<file path="src/inc/mdscc_pkg.sv">
// Shared constants and types for the chained serial configuration loader.
// Assumes a 200 MHz system clock; every pin level arrives unsynchronised.
package mdscc_pkg;

   // -----------------------------------------------------------------
   // Clock and timing
   // -----------------------------------------------------------------
   localparam int CLK_MHZ            = 200;
   localparam int SCLK_MAX_MHZ       = 40;
   // Shortest serial clock period, rounded up so the clock never runs too fast.
   localparam int SCLK_PERIOD_CYC    = (CLK_MHZ + SCLK_MAX_MHZ - 1) / SCLK_MAX_MHZ;
   localparam int SCLK_HIGH_CYC      = SCLK_PERIOD_CYC / 2;
   localparam int RESTART_TIMEOUT_NS = 80000;
   // Longest time, so rounded down.
   localparam int RESTART_CYC        = (RESTART_TIMEOUT_NS * CLK_MHZ) / 1000;
   localparam int INIT_CYCLES        = 3180;
   localparam int CNT_W              = 16;
   localparam int DIV_W              = 4;

   // -----------------------------------------------------------------
   // Memory read command and image format
   // -----------------------------------------------------------------
   localparam int          CMD_BITS    = 32;
   localparam logic [7:0]  READ_OPCODE = 8'h03;
   localparam logic [23:0] START_ADDR  = 24'h000000;
   localparam int          BYTE_BITS   = 8;
   localparam int          RUN_MSB     = 6;
   localparam int          VALUE_BIT   = 7;
   localparam int          BITS_W      = 32;

   // -----------------------------------------------------------------
   // Types
   // -----------------------------------------------------------------
   typedef enum logic [7:0] {
      MDSCC_RESET = 8'h01,
      MDSCC_CMD   = 8'h02,
      MDSCC_LOAD  = 8'h04,
      MDSCC_WAIT  = 8'h08,
      MDSCC_INIT  = 8'h10,
      MDSCC_USER  = 8'h20,
      MDSCC_ERROR = 8'h40,
      MDSCC_HALT  = 8'h80
   } mdscc_state_t;

   typedef struct packed {
      logic request_n;
      logic status_n;
      logic complete;
      logic chain_en_n;
      logic sclk;
      logic data;
      logic master;
      logic compressed;
      logic auto_restart;
   } mdscc_pins_t;

   localparam mdscc_pins_t PINS_RESET = '{1'b0, 1'b0, 1'b0, 1'b1, 1'b1, 1'b0, 1'b0, 1'b0, 1'b0};

endpackage

</file>
<file path="src/rtl/mdscc_top.sv">
// Configuration loader for one device of a cascaded serial configuration
// chain. Works as master (drives the serial clock and reads the memory) or
// as slave (samples the shared clock and data), chosen by a strap pin.
// Assumes every input pin is asynchronous; open-drain pins are split into
// level in, constant-low out and an enable that is high while pulling low.
//
// Functional notes
// - After capturing its own share, the device drives chain enable output low.
// - Last device's chain enable output may float or become user I/O.
// - A device strapped active serial is master and generates the serial clock.
// - Chain enable output goes low together with release of the complete line.
// - Complete line is held low until this device has its whole bitstream.
// - Initialization starts only when the shared complete line reads high.
// - Status and complete pins are open-drain: pull low or release, sense level.
// - A detected configuration error pulls the shared status line low.
// - Auto restart reconfigures after an error timeout of at most 80 us.
// - Master holds chain enable output high while reading its own image.
// - Then master drives it low and keeps clocking the next image out.
// - Single-image method loads master, then each slave in turn, in one cycle.
// - Compressed or plain images accepted; compressed ones expand on receipt.
// - Master changes outputs and samples data on the falling serial clock.
// - After the complete line rises, count 3,180 cycles before user mode.
`timescale 1ns/1ps
module mdscc_top
   import mdscc_pkg::*;
#(
   parameter int IMAGE_BITS     = 4096,
   parameter int RESTART_CYCLES = RESTART_CYC,
   parameter bit CEO_USER_IO    = 1'b1
)
(
   input  wire logic CLK_IN,
   input  wire logic RST_N_IN,
   input  wire logic CONFIG_REQUEST_N_IN,
   input  wire logic CONFIG_STATUS_N_IN,
   input  wire logic CONFIG_COMPLETE_IN,
   input  wire logic CHAIN_ENABLE_IN_N_IN,
   input  wire logic SERIAL_CONFIG_CLOCK_IN,
   input  wire logic CONFIG_DATA_IN,
   input  wire logic ACTIVE_SERIAL_SCHEME_IN,
   input  wire logic COMPRESSED_IMAGE_IN,
   input  wire logic AUTO_RESTART_IN,
   output logic      CONFIG_STATUS_N_OUT,
   output logic      CONFIG_STATUS_N_OE_OUT,
   output logic      CONFIG_COMPLETE_OUT,
   output logic      CONFIG_COMPLETE_OE_OUT,
   output logic      SERIAL_CONFIG_CLOCK_OUT,
   output logic      SERIAL_CONFIG_CLOCK_OE_OUT,
   output logic      MEMORY_SELECT_N_OUT,
   output logic      MEMORY_CMD_DATA_OUT,
   output logic      CHAIN_ENABLE_OUT_N_OUT,
   output logic      CHAIN_ENABLE_OUT_N_OE_OUT,
   output logic      USER_MODE_OUT
);

   logic [1:0]        rst_pipe_reg;
   logic              rst_n;
   mdscc_pins_t       pins_raw;
   mdscc_pins_t       sync1_reg;
   mdscc_pins_t       sync2_reg;
   logic              sclk_prev_reg;
   mdscc_state_t      state_reg;
   logic              master_reg;
   logic [DIV_W-1:0]  div_reg;
   logic              sclk_run;
   logic              fall_evt;
   logic              rise_evt;
   logic [CMD_BITS-1:0] cmd_shift_reg;
   logic [5:0]        cmd_cnt_reg;
   logic [CNT_W-1:0]  timer_reg;
   logic              bit_valid;
   logic              sink_clear;
   logic              sink_done;
   logic              sink_error;
   logic              fault;
   logic              primed_reg;

   // -----------------------------------------------------------------
   // Reset release and pin synchronisers
   // -----------------------------------------------------------------
   // Assertion is immediate; release passes two flops to avoid a runt edge.
   always_ff @(posedge CLK_IN or negedge RST_N_IN)
   begin
      if (!RST_N_IN)
         rst_pipe_reg <= 2'h0;
      else
         rst_pipe_reg <= {rst_pipe_reg[0], 1'b1};
   end

   assign rst_n = rst_pipe_reg[1];

   assign pins_raw = '{CONFIG_REQUEST_N_IN, CONFIG_STATUS_N_IN, CONFIG_COMPLETE_IN,
                       CHAIN_ENABLE_IN_N_IN, SERIAL_CONFIG_CLOCK_IN, CONFIG_DATA_IN,
                       ACTIVE_SERIAL_SCHEME_IN, COMPRESSED_IMAGE_IN, AUTO_RESTART_IN};

   // The first stage feeds only the second; all logic reads the second.
   always_ff @(posedge CLK_IN or negedge rst_n)
   begin
      if (!rst_n)
      begin
         sync1_reg     <= PINS_RESET;
         sync2_reg     <= PINS_RESET;
         sclk_prev_reg <= 1'b1;
      end
      else
      begin
         sync1_reg     <= pins_raw;
         sync2_reg     <= sync1_reg;
         sclk_prev_reg <= sync2_reg.sclk;
      end
   end

   // -----------------------------------------------------------------
   // Serial clock generation and edge events
   // -----------------------------------------------------------------
   // master drives serial clock
   assign sclk_run = master_reg &&
                     (state_reg == MDSCC_CMD || state_reg == MDSCC_LOAD || state_reg == MDSCC_WAIT);
   assign fall_evt = sclk_run && (div_reg == DIV_W'(SCLK_HIGH_CYC - 1));
   // A slave sees the master's clock only through the synchroniser, so its
   // rising edge arrives two system cycles late; data is delayed equally.
   assign rise_evt = sync2_reg.sclk && !sclk_prev_reg;

   always_ff @(posedge CLK_IN or negedge rst_n)
   begin
      if (!rst_n)
      begin
         div_reg                    <= 4'h0;
         SERIAL_CONFIG_CLOCK_OUT    <= 1'b1;
         SERIAL_CONFIG_CLOCK_OE_OUT <= 1'b0;
      end
      else if (sclk_run)
      begin
         if (div_reg == DIV_W'(SCLK_PERIOD_CYC - 1))
            div_reg <= 4'h0;
         else
            div_reg <= div_reg + 4'h1;
         SERIAL_CONFIG_CLOCK_OUT    <= (div_reg == DIV_W'(SCLK_PERIOD_CYC - 1)) ||
                                       (div_reg < DIV_W'(SCLK_HIGH_CYC - 1));
         SERIAL_CONFIG_CLOCK_OE_OUT <= 1'b1;
      end
      else
      begin
         div_reg                    <= 4'h0;
         SERIAL_CONFIG_CLOCK_OUT    <= 1'b1;
         SERIAL_CONFIG_CLOCK_OE_OUT <= 1'b0;
      end
   end

   // -----------------------------------------------------------------
   // Bit capture into the sink
   // -----------------------------------------------------------------
   // load only while enabled
   assign bit_valid  = (state_reg == MDSCC_LOAD) && !sync2_reg.chain_en_n &&
                       (master_reg ? fall_evt && primed_reg : rise_evt);
   assign sink_clear = (state_reg == MDSCC_RESET);
   // own error or a low status line
   assign fault      = sink_error || (!sync2_reg.status_n &&
                       (state_reg == MDSCC_CMD || state_reg == MDSCC_LOAD || state_reg == MDSCC_WAIT));

   // The first load fall carries no memory data yet.
   always_ff @(posedge CLK_IN or negedge rst_n)
   begin
      if (!rst_n)
         primed_reg <= 1'b0;
      else
         primed_reg <= (state_reg == MDSCC_LOAD) && (primed_reg || fall_evt);
   end

   mdscc_sink #(
      .IMAGE_BITS (IMAGE_BITS)
   ) u_sink (
      .clk_in        (CLK_IN),
      .rst_n_in      (rst_n),
      .clear_in      (sink_clear),
      .bit_valid_in  (bit_valid),
      .bit_in        (sync2_reg.data),
      .compressed_in (sync2_reg.compressed),
      .done_out      (sink_done),
      .error_out     (sink_error)
   );

   // -----------------------------------------------------------------
   // Configuration sequence
   // -----------------------------------------------------------------
   // A low request forces reset from any state; the pulse width is the
   // controller's concern, any low seen after synchronisation counts.
   always_ff @(posedge CLK_IN or negedge rst_n)
   begin
      if (!rst_n)
      begin
         state_reg  <= MDSCC_RESET;
         master_reg <= 1'b0;
         timer_reg  <= 16'h0000;
      end
      else if (!sync2_reg.request_n)
      begin
         state_reg <= MDSCC_RESET;
         timer_reg <= 16'h0000;
      end
      else
      begin
         case (state_reg)
            MDSCC_RESET:
            begin
               // Strap is caught as the status line releases.
               master_reg <= sync2_reg.master;
               if (sync2_reg.status_n)
                  state_reg <= sync2_reg.master ? MDSCC_CMD : MDSCC_LOAD;
            end
            MDSCC_CMD:
            begin
               if (fault)
                  state_reg <= MDSCC_ERROR;
               else if (fall_evt && cmd_cnt_reg == 6'(CMD_BITS - 1))
                  state_reg <= MDSCC_LOAD;
            end
            MDSCC_LOAD:
            begin
               if (fault)
                  state_reg <= MDSCC_ERROR;
               else if (sink_done)
                  state_reg <= MDSCC_WAIT;
            end
            MDSCC_WAIT:
            begin
               timer_reg <= 16'h0000;
               if (fault)
                  state_reg <= MDSCC_ERROR;
               else if (sync2_reg.complete)
                  state_reg <= MDSCC_INIT;
            end
            MDSCC_INIT:
            begin
               if (timer_reg == CNT_W'(INIT_CYCLES - 1))
                  state_reg <= MDSCC_USER;
               else
                  timer_reg <= timer_reg + 16'h0001;
            end
            MDSCC_USER:
               state_reg <= MDSCC_USER;
            MDSCC_ERROR:
            begin
               if (timer_reg == CNT_W'(RESTART_CYCLES - 1))
               begin
                  timer_reg <= 16'h0000;
                  state_reg <= sync2_reg.auto_restart ? MDSCC_RESET : MDSCC_HALT;
               end
               else
                  timer_reg <= timer_reg + 16'h0001;
            end
            MDSCC_HALT:
               state_reg <= MDSCC_HALT;
            default:
               state_reg <= MDSCC_RESET;
         endcase
      end
   end

   // -----------------------------------------------------------------
   // Memory command shifter
   // -----------------------------------------------------------------
   // Opcode and start address go out MSB first, one bit per falling edge,
   // so the memory latches each on the following rising edge.
   always_ff @(posedge CLK_IN or negedge rst_n)
   begin
      if (!rst_n)
      begin
         cmd_shift_reg       <= {READ_OPCODE, START_ADDR};
         cmd_cnt_reg         <= 6'h00;
         MEMORY_CMD_DATA_OUT <= 1'b0;
         MEMORY_SELECT_N_OUT <= 1'b1;
      end
      else if (state_reg == MDSCC_CMD)
      begin
         MEMORY_SELECT_N_OUT <= 1'b0;
         if (fall_evt)
         begin
            MEMORY_CMD_DATA_OUT <= cmd_shift_reg[CMD_BITS-1];
            cmd_shift_reg       <= {cmd_shift_reg[CMD_BITS-2:0], 1'b0};
            cmd_cnt_reg         <= cmd_cnt_reg + 6'h01;
         end
      end
      else
      begin
         cmd_shift_reg       <= {READ_OPCODE, START_ADDR};
         cmd_cnt_reg         <= 6'h00;
         MEMORY_CMD_DATA_OUT <= 1'b0;
         // Select stays low through the slave pass; error and reset pulse it high.
         MEMORY_SELECT_N_OUT <= !(master_reg && (state_reg == MDSCC_LOAD || state_reg == MDSCC_WAIT));
      end
   end

   // -----------------------------------------------------------------
   // Open-drain status and complete lines
   // -----------------------------------------------------------------
   // pull low or release only
   always_ff @(posedge CLK_IN or negedge rst_n)
   begin
      if (!rst_n)
      begin
         CONFIG_STATUS_N_OUT    <= 1'b0;
         CONFIG_STATUS_N_OE_OUT <= 1'b1;
         CONFIG_COMPLETE_OUT    <= 1'b0;
         CONFIG_COMPLETE_OE_OUT <= 1'b1;
      end
      else
      begin
         CONFIG_STATUS_N_OUT    <= 1'b0;
         CONFIG_COMPLETE_OUT    <= 1'b0;
         CONFIG_STATUS_N_OE_OUT <= !sync2_reg.request_n || state_reg == MDSCC_HALT ||
                                   (state_reg == MDSCC_ERROR && !(fault_timer_done() && sync2_reg.auto_restart));
         CONFIG_COMPLETE_OE_OUT <= !(state_reg == MDSCC_WAIT || state_reg == MDSCC_INIT ||
                                     state_reg == MDSCC_USER || (state_reg == MDSCC_LOAD && sink_done));
      end
   end

   // Status is held low for the whole timeout, then released before restart.
   function automatic logic fault_timer_done();
      fault_timer_done = (timer_reg == CNT_W'(RESTART_CYCLES - 1));
   endfunction

   // -----------------------------------------------------------------
   // Chain enable output and user mode flag
   // -----------------------------------------------------------------
   always_ff @(posedge CLK_IN or negedge rst_n)
   begin
      if (!rst_n)
      begin
         CHAIN_ENABLE_OUT_N_OUT    <= 1'b1;
         CHAIN_ENABLE_OUT_N_OE_OUT <= 1'b1;
         USER_MODE_OUT             <= 1'b0;
      end
      else
      begin
         USER_MODE_OUT <= (state_reg == MDSCC_USER);
         // hand pin over in user mode
         CHAIN_ENABLE_OUT_N_OE_OUT <= !(CEO_USER_IO && state_reg == MDSCC_USER);
         if (state_reg == MDSCC_RESET || state_reg == MDSCC_CMD)
            CHAIN_ENABLE_OUT_N_OUT <= 1'b1;
         else if (state_reg == MDSCC_LOAD && sink_done)
            CHAIN_ENABLE_OUT_N_OUT <= 1'b0;
      end
   end

endmodule

</file>
<file path="src/rtl/mdscc_sink.sv">
// Bitstream sink: packs serial bits into bytes, expands compressed runs
// and checks the trailing sum byte. Same clock and reset as the top.
`timescale 1ns/1ps
module mdscc_sink
   import mdscc_pkg::*;
#(
   parameter int IMAGE_BITS = 4096
)
(
   input  wire logic clk_in,
   input  wire logic rst_n_in,
   input  wire logic clear_in,
   input  wire logic bit_valid_in,
   input  wire logic bit_in,
   input  wire logic compressed_in,
   output logic      done_out,
   output logic      error_out
);

   logic [BYTE_BITS-1:0] shift_reg;
   logic [2:0]           bit_cnt_reg;
   logic [BITS_W-1:0]    expanded_reg;
   logic [BITS_W-1:0]    expanded_next;
   logic [BYTE_BITS-1:0] sum_reg;
   logic                 have_all_reg;
   logic [BYTE_BITS-1:0] byte_now;
   logic                 byte_evt;

   // -----------------------------------------------------------------
   // Byte assembly, MSB first
   // -----------------------------------------------------------------
   assign byte_now = {shift_reg[BYTE_BITS-2:0], bit_in};
   assign byte_evt = bit_valid_in && (bit_cnt_reg == 3'h7) && !done_out && !error_out;

   // A compressed byte holds one bit value and a run length minus one.
   always_comb
   begin
      if (compressed_in)
         expanded_next = expanded_reg + BITS_W'(byte_now[RUN_MSB:0]) + BITS_W'(1);
      else
         expanded_next = expanded_reg + BITS_W'(BYTE_BITS);
   end

   // Shift register runs only while the image is still open.
   always_ff @(posedge clk_in or negedge rst_n_in)
   begin
      if (!rst_n_in)
      begin
         shift_reg   <= 8'h00;
         bit_cnt_reg <= 3'h0;
      end
      else if (clear_in)
      begin
         shift_reg   <= 8'h00;
         bit_cnt_reg <= 3'h0;
      end
      else if (bit_valid_in && !done_out && !error_out)
      begin
         shift_reg   <= byte_now;
         bit_cnt_reg <= bit_cnt_reg + 3'h1;
      end
   end

   // -----------------------------------------------------------------
   // Expansion count, sum check and verdict
   // -----------------------------------------------------------------
   // decompress on receipt
   always_ff @(posedge clk_in or negedge rst_n_in)
   begin
      if (!rst_n_in)
      begin
         expanded_reg <= 32'h00000000;
         sum_reg      <= 8'h00;
         have_all_reg <= 1'b0;
         done_out     <= 1'b0;
         error_out    <= 1'b0;
      end
      else if (clear_in)
      begin
         expanded_reg <= 32'h00000000;
         sum_reg      <= 8'h00;
         have_all_reg <= 1'b0;
         done_out     <= 1'b0;
         error_out    <= 1'b0;
      end
      else if (byte_evt)
      begin
         if (have_all_reg)
         begin
            // The byte after the payload is the sum; a mismatch is a frame error.
            done_out  <= (byte_now == sum_reg);
            error_out <= (byte_now != sum_reg);
         end
         else
         begin
            expanded_reg <= expanded_next;
            sum_reg      <= sum_reg + byte_now;
            // A run that overshoots the image size cannot be trimmed safely.
            have_all_reg <= (expanded_next == BITS_W'(IMAGE_BITS));
            error_out    <= (expanded_next > BITS_W'(IMAGE_BITS));
         end
      end
   end

endmodule

</file>
<file path="config.mk">
export PLATFORM = sky130hd
export DESIGN_NAME = mdscc_top
export DESIGN_NICKNAME = d
export VERILOG_FILES = /design/src/inc/mdscc_pkg.sv /design/src/rtl/mdscc_top.sv /design/src/rtl/mdscc_sink.sv
export SDC_FILE = /design/constraint.sdc
export NUM_CORES = 1
export LEC_CHECK = 0
export ABC_CLOCK_PERIOD_IN_PS = 8900
export BUFFER_PORTS_ARGS = -buffer_cell sky130_fd_sc_hd__buf_2
export CORE_MARGIN = 3
export CORE_UTILIZATION = 28
export DETAILED_ROUTE_END_ITERATION = 12
export GPL_TIMING_DRIVEN = 0
export PLACE_DENSITY = 0.48
export REMOVE_ABC_BUFFERS = 1
export SKIP_LAST_GASP = 1
export SYNTH_ARGS = -nofsm -noshare
export SYNTH_HDL_FRONTEND = slang
export SYNTH_HIERARCHICAL = 1
export SYNTH_SLANG_ARGS = --single-unit
export TNS_END_PERCENT = 30
</file>
<file path="constraint.sdc">
create_clock -name CLK_IN -period 8.9 [get_ports CLK_IN]
set_clock_uncertainty 0.1 [all_clocks]
set_input_delay 2.225 -clock CLK_IN [delete_from_list [all_inputs] [get_ports CLK_IN]]
set_output_delay 2.225 -clock CLK_IN [all_outputs]
set_load 0.01 [all_outputs]
</file>
==> flow_metrics.tcl, run 1 <==
set metrics [dict create \
    critPathKind "reg2reg" \
    rows 58 \
    placedInstanceArea_um2 7630 \
    drc_errors 0 \
    timing.rr.end "u_sink/expanded_reg[22]" \
    die_area_um2 27700 \
    ant_nets 0 \
    io_pins 22 \
    worstHoldPathType "reg2async" \
    post_cts_resized 0 \
    synth.cell_area_um2 7200 \
    slew-limit-headroom_pct 40.2 \
    ys_warn_count 6 \
    rsz0062_at_grt "false" \
    area_growth_syn_to_layout_pct 14.7 \
    power_density_nw_per_um2 185 \
    io_buffers 19 \
    cap_violations 0 \
    finalCritPeriodShare_pct 59.2 \
    hold_violations 0 \
    core_area_um2 25300 \
    clock-sinks 127 \
    setup_tns_ns 0 \
    maxClockFrequency_mhz 190 \
    firstDrtPassIters 5 \
    r2r_start "state_reg[5]" \
    grt_antenna_before_repair 0 \
    drt-wirelength-per-cell_um 14.7 \
    num_antenna_cells 0 \
    hpwl_mm 11.7 \
    ys_types 84 \
    cts_tree "done" \
    synthDominantCellAreaShare_pct 39.3 \
    rrSetupSlack_ns 3.63 \
    grt_max_degree 59 \
    worst_ep_arrival_time_ns 5.47 \
    cts_buffers 17 \
    mostFrequentLayoutCell "dfrtp_1" \
    wl_mm 16.5 \
    clk_latency_ns 0.42 \
    slew_violations 0 \
    worst-r2r-cell-count 13 \
    via_per_inst 4.94 \
    via_count 5550 \
    largest_register_ffs 32 \
    final_cell_mix "dfrtp_1 (112), nand2_1 (87), nor2_1 (78)" \
    holdBufCountCts 0 \
    grt_usage_pct 12.3 \
    synth-async-reset-ratio_pct 100 \
    gp_congestion 0.815 \
    cp_max_fo 18 \
    fillCellCount 2607 \
    cts_setup_buffers 0 \
    worstPathRequired_ns 9.10 \
    ir_drop_mv 0.161 \
    root_buffer "clkbuf_16" \
    cts_buffer_depth 2 \
    htreeDepth 4 \
    drt_iter0_drc 296 \
    die_h_um 166 \
    drive_gt1_share_pct 13.5 \
    synth_edf_count 0 \
    min_period_ns 5.27 \
    synthFlopType "dfrtp_1" \
    outcome "finished clean" \
    yosysTopAreaCell "dfrtp_1" \
    total_leakage_power_nw 3.42 \
    grt_pass1_vias 5486 \
    power_mw 1.53 \
    num-nets-final 816 \
    grt.overflow.total 0 \
    dieWidth_um 166 \
    fin_area_um2 8250 \
    yosys-top-cells-area "dfrtp_1 (39%), dfstp_2 (5.1%), nand2_1 (4.5%), nor2_1 (4.1%), ha_1 (3.8%)" \
    endpoint_kind "register" \
    tightestPinTransition_ns 0.897 \
    avgSynthCellArea_um2 9.33 \
    setup_viol 0 \
    syn_inst 771 \
    start_util_pct 28.5 \
    cp-start-kind "register" \
    clk_pin_slew_ns 0.06 \
    synth_seq_cells 127 \
    grt_first_pass_wirelength_mm 28.2 \
    synth_seq_area_share_pct 44.4 \
]
[where the power goes]
part,internal [mW],total [mW],switching (mW),leakage [nW]
registers,0.595,0.620,0.0244,1.69
logic,0.0557,0.176,0.120,1.44
clock network,0.453,0.734,0.281,0.302
total,1.10,1.53,0.426,3.42
[layout make-up]
cell class / instances / area (µm²) / area share (%)
clock buffer: 18 / 439 / 5.32
clock inverter: 14 / 178 / 2.15
inverter: 25 / 93.8 / 1.14
multi-input combinational: 587 / 3750 / 45.5
sequential: 127 / 3200 / 38.8
tap: 330 / 413 / 5.00
timing repair buffer: 23 / 178 / 2.15
[worst max-delay path: stages, from the launching register on]
cell and delay (ns):
dfrtp_1 0.44, nor4_1 0.50, o2111a_1 0.38, and2_1 0.67, a22oi_1 0.21, nor3_1 0.27
nor3b_2 0.72, nand2_1 0.23, nor2_2 0.55, buf_8 0.24, nand2_1 0.19, nor4_1 0.44
xnor2_1 0.17, nor2_1 0.05
[through the flow]
stage	worst slack, ns	utilization (%)	hold slack [ns]	cells
global route	3.05	32.7	0.239	1124
global placement	1.59	29.9	0.234	1088
detailed placement	3.48	30.2	0.204	1092
CTS	3.47	32.7	0.214	1124
finish	3.63	32.7	0.191	1124
floorplan	3.95	-	0.231	739
[worst max path at each step]
| stage | start | to | slack (ns) | cells after the start |
|---|---|---|---|---|
| after CTS | state_reg[5] | u_sink/expanded_reg[22] | 3.47 | 13 |
| after detailed placement | state_reg[5] | u_sink/expanded_reg[22] | 3.48 | 13 |
| after global routing | state_reg[5] | u_sink/expanded_reg[18] | 3.05 | 13 |
| final | state_reg[5] | u_sink/expanded_reg[22] | 3.63 | 13 |
| after global placement | state_reg[4] | u_sink/expanded_reg[22] | 1.59 | 12 |
| after floorplan | state_reg[4] | u_sink/expanded_reg[18] | 3.95 | 12 |
[cells by family after synthesis]
logic type | share of synthesized area, %
AND/OR/NAND/NOR | 23.6
XOR/XNOR | 6.21
AO/OA/AOI/OAI | 15.7
buffers and inverters | 3.62
adder cells (fa/ha/maj) | 4.38
multiplexers | 2.00
flip-flops | 44.4
other | 0.104
[cells in the mapped netlist, drive strengths merged (9+ instances only)]
library cell	n
a21o	10
buf	17
xnor2	27
dfstp	14
nor3	20
nand4	14
and3	16
mux2i	11
xor2	24
inv	25
o21ai	38
nand3	35
nor2b	9
or3	11
dfrtp	113
ha	22
nor2	80
nand2	87
clkbuf	16
nor4	10
a21oi	49
[routing by layer]
metal | track usage (%) | routed length [µm]
met4 | 4.05 | 255
met2 | 19.5 | 7600
met5 | 0 | 0
met3 | 2.64 | 512
met1 | 16.9 | 8130
Note: power is estimated with default switching activity, not from simulation.
==> run 2, diff against run 1 <==
Settings changed: ABC_CLOCK_PERIOD_IN_PS 8900 to 4700, PLACE_DENSITY 0.48 to 0.5.
Clock period 8.9 ns to 4.7 ns, I/O delays scaled along.
==> flow_metrics.tcl, run 2 (same netlist as run 1, synthesis figures left out) <==
set metrics [dict create \
    cts_buffers 17 \
    firstDrtPassIters 4 \
    root_buffer "clkbuf_16" \
    drc_errors 0 \
    critPathKind "reg2reg" \
    ant_nets 0 \
    drt-wirelength-per-cell_um 14.4 \
    grt_antenna_before_repair 0 \
    grt_usage_pct 12.1 \
    rsz0062_at_grt "false" \
    power_density_nw_per_um2 343 \
    start_util_pct 28.5 \
    io_pins 22 \
    cts_tree "done" \
    cp-start-kind "register" \
    area_growth_syn_to_layout_pct 14.6 \
    drive_gt1_share_pct 13.6 \
    hold_ws_ns 0.198 \
    crit_chain "nor4_1 -> o2111a_1 -> and2_2 -> a22oi_1 -> nor3_1 -> nor3b_4 -> nand2_1 -> nor2_4 -> nand2_1 -> nor4_1 -> xnor2_1 -> nor2_1" \
    num-nets-final 817 \
    slew-limit-headroom_pct 42.4 \
    via_per_inst 5.00 \
    grt_first_pass_wirelength_mm 27.9 \
    timing.rr.end "u_sink/expanded_reg[22]" \
    placedInstanceArea_um2 7630 \
    grt_pass1_vias 5516 \
    min_period_ns 4.22 \
    worst_ep_arrival_time_ns 4.42 \
    total_leakage_power_nw 3.42 \
    fin_area_um2 8250 \
    largest_register_ffs 32 \
    clk_latency_ns 0.42 \
    endpoint_kind "register" \
    num_antenna_cells 0 \
    cts_buffer_depth 2 \
    layout_setup_ws_ns 0.482 \
    rrSetupSlack_ns 0.48 \
    maxClockFrequency_mhz 237 \
    hpwl_mm 11.4 \
    ir_drop_mv 0.281 \
    hold_violations 0 \
    clk_pin_slew_ns 0.06 \
    outcome "finished clean" \
    r2r_start "state_reg[4]" \
    grt_max_degree 57 \
    crit_buf_inv 0 \
    gp_congestion 0.836 \
    worstPathRequired_ns 4.90 \
    drt_iter0_drc 429 \
    die_area_um2 27700 \
    wl_mm 16.3 \
    htreeDepth 4 \
    slew_violations 0 \
    setup_viol 0 \
    io_buffers 19 \
    tightestPinTransition_ns 0.842 \
    die_h_um 166 \
    rows 58 \
    final_cell_mix "dfrtp_1 (112), nand2_1 (87), nor2_1 (78)" \
    cp_max_fo 18 \
    grt.overflow.total 0 \
    crit_path_start "state_reg[4]" \
    cap_violations 0 \
    place_ws_ns -0.623 \
    cp_top_family "simple AND/OR/NAND/NOR gates" \
    worst-r2r-cell-count 12 \
    mostFrequentLayoutCell "dfrtp_1" \
    worstHoldPathType "reg2async" \
    finalCritPeriodShare_pct 89.8 \
    slowest_stage "nor4_1" \
    core_area_um2 25300 \
    clock-sinks 127 \
    slowest_delay_ns 0.53 \
    dieWidth_um 166 \
    via_count 5621 \
]
==> run 2: cell count changes in the layout (fill, tap and decap cells not counted), sizes merged <==
| cell | delta |
|---|---|
| clkbuf | +2 |
| clkinv | +2 |
| inv | -3 |
| buf | +1 |
| bufinv | -1 |
==> run 2: final cells by class <==
type | count | area (µm²)
multi-input combinational | 587 | 3760
sequential | 127 | 3200
tap | 330 | 413
fill | 2623 | 17000
clock buffer | 20 | 457
inverter | 25 | 93.8
clock inverter | 12 | 135
timing repair buffer | 24 | 185
==> run 2: metal layers <==
layer  up-vias  share of wire (%)  track usage [%]  routed length [µm]
li1       2780                  -                -                   -
met1      2762                 49             16.7                8010
met2        69                 47             19.2                7590
met3        10                3.0             2.86                 482
met4         0                1.1             3.55                 173
met5         -                  0                0                   0
==> run 2: worst max-delay path by stage <==
stage | endpoint | slack, ns | cells after the start
floorplan | u_sink/expanded_reg[18] | -0.25 | 12
global route | u_sink/expanded_reg[22] | 0.13 | 12
CTS | u_sink/expanded_reg[16] | 0.03 | 11
finish | u_sink/expanded_reg[22] | 0.48 | 12
global placement | u_sink/expanded_reg[22] | -2.58 | 12
detailed placement | u_sink/expanded_reg[22] | -0.62 | 12
==> run 2: per-stage QoR <==
stage	utilization [%]	total power, mW	TNS, ns	cells
2_1_floorplan	-	1.39	-1.79	739
3_3_place_gp	29.9	1.50	-182.83	1088
3_5_place_dp	30.2	1.54	-9.39	1092
4_1_cts	32.6	2.88	0	1124
5_1_grt	32.7	2.97	0	1125
6_report	32.7	2.83	0	1125
==> run 2: report_power, final <==
| group | switching (mW) | internal [mW] |
|---|---|---|
| combinational | 0.227 | 0.106 |
| sequential | 0.0465 | 1.13 |
| clock | 0.510 | 0.812 |
| total | 0.783 | 2.05 |
==> run 2: what timing repair did <==
action | CTS | global route
resized for setup | 3 | 0
endpoints found under the setup margin | 35 | 19
hold buffers | 0 | 0
buffers inserted | 0 | 1
